File: src/shared/rtc_prescaler_defines.svh
/*
 Offsets, field positions, reset values and pulse widths of the prescaler,
 square-wave output and interrupt flag block.
 Assumes a 32.768 kHz crystal and a serial interface core in the same clock.
*/
`ifndef RTC_PRESCALER_DEFINES_SVH
`define RTC_PRESCALER_DEFINES_SVH

// ----------------------------------------------------------------------
// Register offsets
// ----------------------------------------------------------------------
`define OFF_TEST_HALT 4'h0
`define OFF_IRQ_CTRL 4'h1
`define OFF_FREQ_SEL 4'hd

// ----------------------------------------------------------------------
// Field positions
// ----------------------------------------------------------------------
`define BIT_TEST 7
`define BIT_HALT 5
`define BIT_PULSE_SEL 4
`define BIT_ALARM_FLAG 3
`define BIT_COUNT_FLAG 2
`define BIT_ALARM_IE 1
`define BIT_COUNT_IE 0

// ----------------------------------------------------------------------
// Reset values and prescaler width
// ----------------------------------------------------------------------
`define FREQ_SEL_RESET 2'h0
`define PRESC_WIDTH 15

// ----------------------------------------------------------------------
// Pulse widths in crystal periods
// ----------------------------------------------------------------------
`define XTAL_HZ 32768
`define PW_4096_ONE (`XTAL_HZ / 8192)
`define PW_4096_MANY (`XTAL_HZ / 4096)
`define PW_64_ONE (`XTAL_HZ / 128)
`define PW_SLOW (`XTAL_HZ / 64)

`endif

File: src/shared/rtc_prescaler_pkg.sv
/*
 Types of the prescaler, square-wave output and interrupt flag block.
 Assumes the defines header is included by the design file.
*/
package rtc_prescaler_pkg;

    typedef enum logic [1:0] {
        src_4096 = 2'h0,
        src_64 = 2'h1,
        src_1 = 2'h2,
        src_sixtieth = 2'h3
    } count_src_t;

    typedef struct packed {
        logic xs1;
        logic xs2;
        logic xs3;
        logic es1;
        logic es2;
        logic es3;
        logic oe1;
        logic oe2;
        logic [14:0] presc;
        logic [1:0] output_freq_select;
        logic external_tick_test_mode;
        logic halt;
        logic alarm_event_flag;
        logic countdown_event_flag;
        logic alarm_irq_enable;
        logic countdown_irq_enable;
        logic irq_pulse_level_select;
        logic [9:0] pulse_cnt;
        logic tick;
        logic [7:0] rdata;
        logic sq_oe_n;
        logic irq_oe_n;
    } state_t;

endpackage

File: src/design/rtc_prescaler.sv
/*
 Prescaler, square-wave pin, interrupt flags and external-tick test mode
 of a real-time clock.
 Assumes the serial interface core drives the register port on clk, the
 alarm and countdown cores send one-cycle events on clk, and the pins are
 resolved outside from the open-drain enables.
*/
// How it works
// - Two select bits pick 32.768 kHz, 1.024 kHz, 32 Hz or 1 Hz output
// - Square-wave pin is open-drain only; disabled means released
// - Alarm and countdown events set sticky flags held until written
// - Flag write ANDs each flag with the written bit
// - Alarm flag at bit 3, countdown flag at bit 2 of control two
// - Alarm enable gates its flag, countdown enable its flag (level) or pulse (pulse mode), onto the interrupt pin, ORed together
// - Pulse width depends on countdown source and on count being one
// - In pulse mode flag and interrupt pin go active together
// - Zero countdown value gives no flag and no pulse
// - Test bit makes square-wave pin an input replacing the 64 Hz stage
// - In test mode 64 pin rising edges advance time by one second
// - Halt holds stages 2 to 14 of the divide chain at zero until software clears it
// - After halt release in test mode first tick after 32 pin edges, then every 64
// - Entering test mode neither resets nor resynchronises the prescaler
// - Halt clears stages 2 to 14 and suppresses every second tick
// - During halt 32.768 kHz output runs, slower outputs stop
// - Halt leaves the two lowest stages running
// - Second tick on each rising transition of the top stage
// - Interrupt pin open-drain active low; pulse or level mode
`timescale 1ns/1ps
`include "rtc_prescaler_defines.svh"

module rtc_prescaler (
    input wire logic clk,
    input wire logic rstn,
    input wire logic xtal_in,
    input wire logic square_wave_enable_pin,
    input wire logic square_wave_pin_in,
    output logic square_wave_pin_out,
    output logic square_wave_pin_oe_n,
    output logic irq_pin_out,
    output logic irq_pin_oe_n,
    input wire logic [3:0] reg_addr,
    input wire logic [7:0] reg_wdata,
    input wire logic reg_wr,
    output logic [7:0] reg_rdata,
    input wire logic alarm_event,
    input wire logic countdown_done,
    input wire rtc_prescaler_pkg::count_src_t countdown_source_sel,
    input wire logic [7:0] countdown_value,
    output logic second_tick
);
    import rtc_prescaler_pkg::*;

    state_t q;
    state_t d;
    logic xtal_edge;
    logic ext_edge;
    logic wave;
    logic wr_ctrl1;
    logic wr_ctrl2;
    logic timer_set;
    logic timer_irq;
    logic [9:0] pulse_width;

    // ------------------------------------------------------------------
    // Next state
    // ------------------------------------------------------------------
    always_comb begin
        d = q;
        d.xs1 = xtal_in;
        d.xs2 = q.xs1;
        d.xs3 = q.xs2;
        d.es1 = square_wave_pin_in;
        d.es2 = q.es1;
        d.es3 = q.es2;
        d.oe1 = square_wave_enable_pin;
        d.oe2 = q.oe1;
        xtal_edge = q.xs2 & ~q.xs3;
        ext_edge = q.es2 & ~q.es3;
        wr_ctrl1 = reg_wr && (reg_addr == `OFF_TEST_HALT);
        wr_ctrl2 = reg_wr && (reg_addr == `OFF_IRQ_CTRL);

        // Control writes
        if (wr_ctrl1) begin
            d.external_tick_test_mode = reg_wdata[`BIT_TEST];
            d.halt = reg_wdata[`BIT_HALT];
        end
        if (reg_wr && reg_addr == `OFF_FREQ_SEL) begin
            d.output_freq_select = reg_wdata[1:0];
        end
        if (wr_ctrl2) begin
            d.irq_pulse_level_select = reg_wdata[`BIT_PULSE_SEL];
            d.alarm_irq_enable = reg_wdata[`BIT_ALARM_IE];
            d.countdown_irq_enable = reg_wdata[`BIT_COUNT_IE];
        end

        // Divide chain, test mode swaps the 64 Hz stage for the pin
        if (q.external_tick_test_mode) begin
            if (xtal_edge) begin
                d.presc[8:0] = q.presc[8:0] + 9'h001;
            end
            if (ext_edge) begin
                d.presc[14:9] = q.presc[14:9] + 6'h01;
            end
        end else if (xtal_edge) begin
            d.presc = q.presc + 15'h0001;
        end
        if (d.halt) begin
            d.presc[14:2] = 13'h0000;
        end
        d.tick = ~q.presc[14] & d.presc[14];

        // Sticky flags, set wins over clear
        timer_set = countdown_done && (countdown_value != 8'h00);
        d.alarm_event_flag = (q.alarm_event_flag &
            ~(wr_ctrl2 & ~reg_wdata[`BIT_ALARM_FLAG])) | alarm_event;
        d.countdown_event_flag = (q.countdown_event_flag &
            ~(wr_ctrl2 & ~reg_wdata[`BIT_COUNT_FLAG])) | timer_set;

        // Pulse width in crystal periods
        case (countdown_source_sel)
            src_4096: pulse_width = (countdown_value == 8'h01) ?
                10'(`PW_4096_ONE) : 10'(`PW_4096_MANY);
            src_64: pulse_width = (countdown_value == 8'h01) ?
                10'(`PW_64_ONE) : 10'(`PW_SLOW);
            default: pulse_width = 10'(`PW_SLOW);
        endcase
        if (timer_set) begin
            d.pulse_cnt = pulse_width;
        end else if (xtal_edge && q.pulse_cnt != 10'h000) begin
            d.pulse_cnt = q.pulse_cnt - 10'h001;
        end

        // Interrupt pin follows the next flag state
        timer_irq = d.irq_pulse_level_select ?
            (d.pulse_cnt != 10'h000) : d.countdown_event_flag;
        d.irq_oe_n = ~((d.countdown_irq_enable & timer_irq) |
            (d.alarm_irq_enable & d.alarm_event_flag));

        // Square wave, driven low only, released when off or in test
        case (d.output_freq_select)
            2'h0: wave = q.xs2;
            2'h1: wave = d.presc[4];
            2'h2: wave = d.presc[9];
            default: wave = d.presc[14];
        endcase
        d.sq_oe_n = ~(q.oe2 & ~d.external_tick_test_mode & ~wave);

        // Read back
        case (reg_addr)
            `OFF_TEST_HALT: d.rdata = {q.external_tick_test_mode, 1'b0,
                q.halt, 5'h00};
            `OFF_IRQ_CTRL: d.rdata = {3'h0, q.irq_pulse_level_select,
                q.alarm_event_flag, q.countdown_event_flag,
                q.alarm_irq_enable, q.countdown_irq_enable};
            `OFF_FREQ_SEL: d.rdata = {6'h00, q.output_freq_select};
            default: d.rdata = 8'h00;
        endcase
    end

    // ------------------------------------------------------------------
    // State register
    // ------------------------------------------------------------------
    always_ff @(posedge clk or negedge rstn) begin
        if (!rstn) begin
            q <= '0;
            q.output_freq_select <= `FREQ_SEL_RESET;
            q.sq_oe_n <= 1'b1;
            q.irq_oe_n <= 1'b1;
            q.es1 <= 1'b1;
            q.es2 <= 1'b1;
            q.es3 <= 1'b1;
        end else begin
            q <= d;
        end
    end

    assign square_wave_pin_out = 1'b0;
    assign irq_pin_out = 1'b0;
    assign square_wave_pin_oe_n = q.sq_oe_n;
    assign irq_pin_oe_n = q.irq_oe_n;
    assign reg_rdata = q.rdata;
    assign second_tick = q.tick;
endmodule

File: config.mk
export PLATFORM = sky130hd
export DESIGN_NAME = rtc_prescaler
export DESIGN_NICKNAME = d
export VERILOG_FILES = /design/src/shared/rtc_prescaler_pkg.sv /design/src/design/rtc_prescaler.sv
export VERILOG_INCLUDE_DIRS = /design/src /design/src/shared
export SDC_FILE = /design/constraint.sdc
export NUM_CORES = 1
export LEC_CHECK = 0
export BUFFER_PORTS_ARGS = -buffer_cell sky130_fd_sc_hd__buf_2
export CAP_MARGIN = 20
export CORE_MARGIN = 5
export CORE_UTILIZATION = 30
export CTS_CLUSTER_SIZE = 25
export DETAILED_ROUTE_END_ITERATION = 8
export GPL_ROUTABILITY_DRIVEN = 1
export PLACE_DENSITY = 0.54
export SLEW_MARGIN = 20
export SYNTH_ARGS = -nofsm -noshare
export SYNTH_HDL_FRONTEND = slang
export SYNTH_SLANG_ARGS = --single-unit
File: constraint.sdc
create_clock -name clk -period 2.41 [get_ports clk]
set_clock_uncertainty 0.05 [all_clocks]
set_input_delay 0.1205 -clock clk [delete_from_list [all_inputs] [get_ports clk]]
set_output_delay 0.1205 -clock clk [all_outputs]
set_load 0.05 [all_outputs]
==> impl_metrics.csv, run 1 <==
group,metric,value,unit
setup_path,crit_chain,"inv_1, ha_1, nor3b_2, nand3_1, a2111oi_2, a41oi_1, nor4b_2, a2bb2oi_1",
clock_network,cts_tree,"yes",
clock_network,cts.sinks,52,
global_route,grt_pass1_wl,9900,um
clock_network,post-cts-setup-buffer-count,0,
timing,whs,0.0235,ns
die,core,0.00868,sq mm
final_layout,drive_gt1_share,26.3,%
routing,via_per_inst,4.92,
yosys,synth_warnings,0,
timing,max_freq,445,MHz
setup_path,cpMaxStageDelayCell,"dfrtp_1",
placement,io_buffers,38,
timing,slew_headroom,56.7,%
final_layout,final_common_cell,"dfrtp_1",
global_route,grt_usage,10.7,%
setup_path,critPathCaptureType,"register",
setup_path,critPathLaunchType,"register",
setup_path,reg2reg_from,"q[11]",
yosys,ys_seq_elements,52,
yosys,syn-cell-area,0.00267,sq mm
timing,maxSlewViolCount,0,
routing,wl_per_cell,13.1,um
routing,vias,2099,
clock_network,htreeDepth,2,
hold_path,min-delay-path-class,"primary input to register",
final_layout,diodes,0,
power_and_ir_drop,power.density,694,mW/mm^2
clock_network,insertion_delay,0.31,ns
setup_path,crit_type,"register to register",
yosys,synth_cells,268,
setup_path,reg2reg_slack,0.16,ns
power_and_ir_drop,leakagePower,0.00143,uW
clock_network,cts_buffer_depth,2,
clock_network,clock-root-buffer,"clkbuf_8",
yosys,yosysUniqueCellTypes,58,
die,rows,34,
final_layout,area_growth,19.1,%
clock_network,cts_buffers,5,
setup_path,endpoint,"irq_pin_oe_n",
routing,first_pass_iters,4,
die,die_w,104,um
setup_path,critPathMaxStageDelay,0.42,ns
routing,ant_nets,0,
timing,setup-tns-final,0,ns
setup_path,reg2reg_depth,8,
setup_path,path_max_fanout,4,
timing,finalSetupViolations,0,
routing,drc,0,
timing,tightest_slew,0.649,ns
setup_path,crit_start,"q[11]",
global_route,grt_max_degree,30,
placement,gp_congestion,0.801,
yosys,ys.flop_type,"dfrtp_1",
setup_path,arrival,2.43,ns
yosys,synthArstFlopShare,100,%
final_layout,final_cell_mix,"dfrtp_1, buf_2, nor2_1",
timing,timing.final.crit_share,93.2,%
setup_path,crit_required,2.59,ns
die,start_util,30.7,%
power_and_ir_drop,worst_ir_drop_vdd,0.231,mV
placement,hpwl,4270,um
global_route,antenna_found_initial,0,
global_route,grt_pass1_vias,2111,
yosys,synth_edf_count,0,
setup_path,timing.rr.end,"irq_pin_oe_n",
timing,rsz0062_at_grt,"false",
run,drv_cap,0,
yosys,avgSynthCellArea,9.95,sq um
die,die-area,0.0109,sq mm
routing,first_iter_violations,161,
global_route,grt_overflow,0,
routing,routed_wl,5580,um
yosys,ys_seq_area_share,49.0,%
timing,layout_min_cycle_time,2.25,ns
timing,hold_violations,0,
die,die_h,104,um
die,io_pins,43,
clock_network,path_clk_slew,0.10,ns
final_layout,fin_nets,351,
outcome,status,"finished clean",
==> how the worst min path moves through the flow <==
| stage | start | end | slack, ns | depth (start not counted) |
|---|---|---|---|---|
| global placement | rstn | q[45] | 0.15 | 1 |
| detailed placement | rstn | second_tick | 0.15 | 1 |
| finish | reg_wdata[2] | q[24] | 0.02 | 3 |
| CTS | reg_wdata[2] | q[24] | 0.01 | 3 |
| floorplan | rstn | d[45] | -0.23 | 0 |
| global route | reg_wdata[2] | q[24] | 0.02 | 3 |
==> state kept, by name, summed over array words and instances, names as in the netlist <==
signal                cells
d                         5
irq_pin_oe_n              1
q                        37
reg_rdata                 7
second_tick               1
square_wave_pin_oe_n      1
==> cells by family (layout without fill, tap and decap cells) <==
group,count (synthesis),in the layout,share of synthesized area [%]
simple gates,116,116,23.5
flops,52,52,49.0
compound gates,49,49,12.9
buf+inv,26,75,5.49
xor+xnor,13,13,4.27
mux,8,8,3.38
fa+ha+maj,3,3,1.41
other cells,1,3,0.141
==> power by group <==
group          internal [uW]  switching, uW
Clock                    308            298
Combinational            227            301
Sequential               976           95.9
==> cell type report <==
| class | count | area [sq um] |
|---|---|---|
| fillers | 902 | 5500 |
| flip-flops and latches | 52 | 1310 |
| multi-input cells | 192 | 1230 |
| repair buffers | 58 | 355 |
| well taps | 108 | 135 |
| clock buffers | 5 | 68.8 |
| clock inverters | 3 | 42.5 |
| inverters | 9 | 33.8 |
==> cell usage after synthesis, drive strengths merged (6+ instances only) <==
| library cell | instances | share of area, % |
|---|---|---|
| a21oi | 12 | 2.3 |
| and2 | 7 | 1.6 |
| and3 | 6 | 1.4 |
| buf | 13 | 3.6 |
| dfrtp | 47 | 44 |
| inv | 9 | 1.3 |
| nand2 | 24 | 3.4 |
| nand3 | 10 | 2.1 |
| nand4 | 8 | 1.9 |
| nor2 | 26 | 3.7 |
| nor3 | 6 | 1.1 |
| o21ai | 9 | 1.7 |
| xor2 | 9 | 3.0 |
==> through the flow <==
step	instances	setup WS [ns]	instance area, sq um	utilization, %	power [uW]
3_3_place_gp	413	0.139	2990	34.5	1600
2_1_floorplan	270	0.191	2680	-	1440
3_5_place_dp	413	0.0695	2990	34.5	1610
6_report	427	0.164	3180	36.6	2210
4_1_cts	427	0.0331	3160	36.5	2220
5_1_grt	427	0.000186	3180	36.6	2350
==> worst max-delay path, delay by kind of cell (launching register included) <==
kind,cells,cell delay [ns]
buffers and inverters,1,0.07
adders and majority gates,1,0.21
and+or+nand+nor,3,0.69
DFF,1,0.42
AOI/OAI and AO/OA,3,0.74
==> routing by layer <==
| metal | track usage, % | vias to the layer above | wire, um |
|---|---|---|---|
| li1 | - | 1044 | - |
| met1 | 14.0 | 1011 | 2640 |
| met2 | 17.6 | 38 | 2620 |
| met3 | 1.80 | 6 | 220 |
| met4 | 3.89 | 0 | 89 |
| met5 | 0 | - | 0 |
==> repair_timing <==
| action | CTS | global route |
|---|---|---|
| hold buffers | 6 | 0 |
| endpoints found under the hold margin | 28 | 0 |
| endpoints found under the setup margin | 0 | 1 |
| resized for setup | 0 | 3 |
No activity file was read; power rests on OpenSTA's default activity.
==> run 2, diff against run 1 <==
--- a/config.mk
+++ b/config.mk
@@ -10,6 +10,7 @@
 export CAP_MARGIN = 20
 export CORE_MARGIN = 5
 export CORE_UTILIZATION = 30
+export CTS_BUF_LIST = sky130_fd_sc_hd__clkbuf_2
 export CTS_CLUSTER_SIZE = 25
 export DETAILED_ROUTE_END_ITERATION = 8
 export GPL_ROUTABILITY_DRIVEN = 1
==> run 2 against run 1 <==
  * Worst hold slack gained 0.0043 ns
  * Clock power shrank 24%
  * Maximum frequency shrank 4.6%
==> impl_metrics.csv, run 2 (same netlist as run 1, synthesis figures left out) <==
group,metric,value,unit
routing,via_per_inst,4.84,
clock_network,clock-root-buffer,"clkbuf_2",
global_route,grt_overflow,0,
power_and_ir_drop,leakagePower,0.00151,uW
routing,first_pass_iters,4,
setup_path,crit_type,"primary input to register",
clock_network,path_clk_slew,0.26,ns
die,die_w,104,um
clock_network,cts_buffer_depth,2,
routing,vias,2181,
setup_path,reg2reg_slack,0.17,ns
setup_path,crit_required,2.75,ns
die,rows,34,
timing,hold_violations,0,
hold_path,min-delay-path-class,"primary input to register",
power_and_ir_drop,power.density,619,mW/mm^2
clock_network,htreeDepth,2,
final_layout,final_common_cell,"dfrtp_1",
clock_network,cts_tree,"yes",
placement,io_buffers,38,
timing,max_freq,425,MHz
routing,wl_per_cell,13.0,um
final_layout,largest_reg_flops,37,
final_layout,final_util,38.9,%
timing,tightest_slew,0.655,ns
final_layout,final_cell_mix,"dfrtp_1, buf_2, dlygate4sd3_1",
die,die-area,0.0109,sq mm
die,io_pins,43,
placement,placed_area,0.00299,sq mm
placement,hpwl,4270,um
die,core,0.00868,sq mm
global_route,grt_pass1_vias,2192,
setup_path,path_max_fanout,9,
timing,maxSlewViolCount,0,
global_route,grt_max_degree,30,
routing,drc,0,
final_layout,fin_area,0.00338,sq mm
timing,timing.final.crit_share,97.7,%
die,die_h,104,um
power_and_ir_drop,power,2090,uW
clock_network,cts_buffers,5,
timing,whs,0.0278,ns
setup_path,critPathCaptureType,"register",
timing,layout_min_cycle_time,2.36,ns
timing,slew_headroom,56.3,%
outcome,status,"finished clean",
placement,gp_congestion,0.801,
final_layout,fin_nets,375,
timing,setup-tns-final,0,ns
clock_network,insertion_delay,0.44,ns
final_layout,diodes,0,
final_layout,drive_gt1_share,24.8,%
routing,ant_nets,0,
clock_network,cts.sinks,52,
setup_path,critPathLaunchType,"primary input",
global_route,grt_pass1_wl,10400,um
routing,first_iter_violations,88,
timing,finalSetupViolations,0,
routing,routed_wl,5860,um
die,start_util,30.7,%
final_layout,area_growth,26.6,%
power_and_ir_drop,worst_ir_drop_vdd,0.224,mV
final_layout,regMostFlops,"q",
timing,rsz0062_at_grt,"false",
run,drv_cap,0,
setup_path,arrival,2.69,ns
global_route,antenna_found_initial,0,
global_route,grt_usage,11.2,%
-- run 2: critical path: stages --
cell and delay [ns]:
dlygate4sd3_1 0.53, buf_2 0.11, nor4_1 0.24, dlygate4sd3_1 0.59
nand2_1 0.08, o21a_1 0.31, o22ai_1 0.14, dlygate4sd3_1 0.57
-- run 2: repair_timing --
action                     in CTS  in global routing
resized for setup               0                  4
setup endpoints to repair       0                  2
setup buffers                   0                  0
hold endpoints to repair       45                  1
hold buffers                   29                  1
-- run 2: metrics by stage --
step | cells | worst slack, ns
after floorplan | 270 | 0.191
after global placement | 413 | 0.139
after detailed placement | 413 | 0.0695
after CTS | 450 | 0.00500
after global routing | 451 | 0.0177
final | 451 | 0.0544
-- run 2: metal layers --
layer / vias up / GRT usage [%] / wire length (um)
met5: - / 0 / 0
met4: 0 / 3.33 / 82
met3: 5 / 2.11 / 193
met2: 36 / 18.6 / 2820
met1: 1046 / 14.7 / 2770
li1: 1094 / - / -
-- run 2: final timing paths --
path | from | endpoint | cells after the start
max in group asynchronous | rstn | irq_pin_oe_n | 3
min in group asynchronous | rstn | q[34] | 2
worst max register to register | q[12] | irq_pin_oe_n | 7
worst min register to register | d[48] | d[47] | 0
worst max-delay path | countdown_value[1] | q[13] | 8
worst min-delay path | reg_wr | q[27] | 4
-- run 2: cell type report --
class | instances | area [sq um]
Fill cell | 884 | 5300
Sequential cell | 52 | 1310
Multi-Input combinational cell | 192 | 1240
Timing Repair Buffer | 82 | 596
Tap cell | 108 | 135
Clock inverter | 3 | 42.5
Inverter | 9 | 33.8
Clock buffer | 5 | 25.0
-- run 2: where the power goes --
group	leakage (uW)	total, uW	switching (uW)	internal (uW)
sequential	0.000662	1070	97.1	977
clock	0.0000390	459	286	173
combinational	0.000811	557	307	250
total	0.00151	2090	691	1400
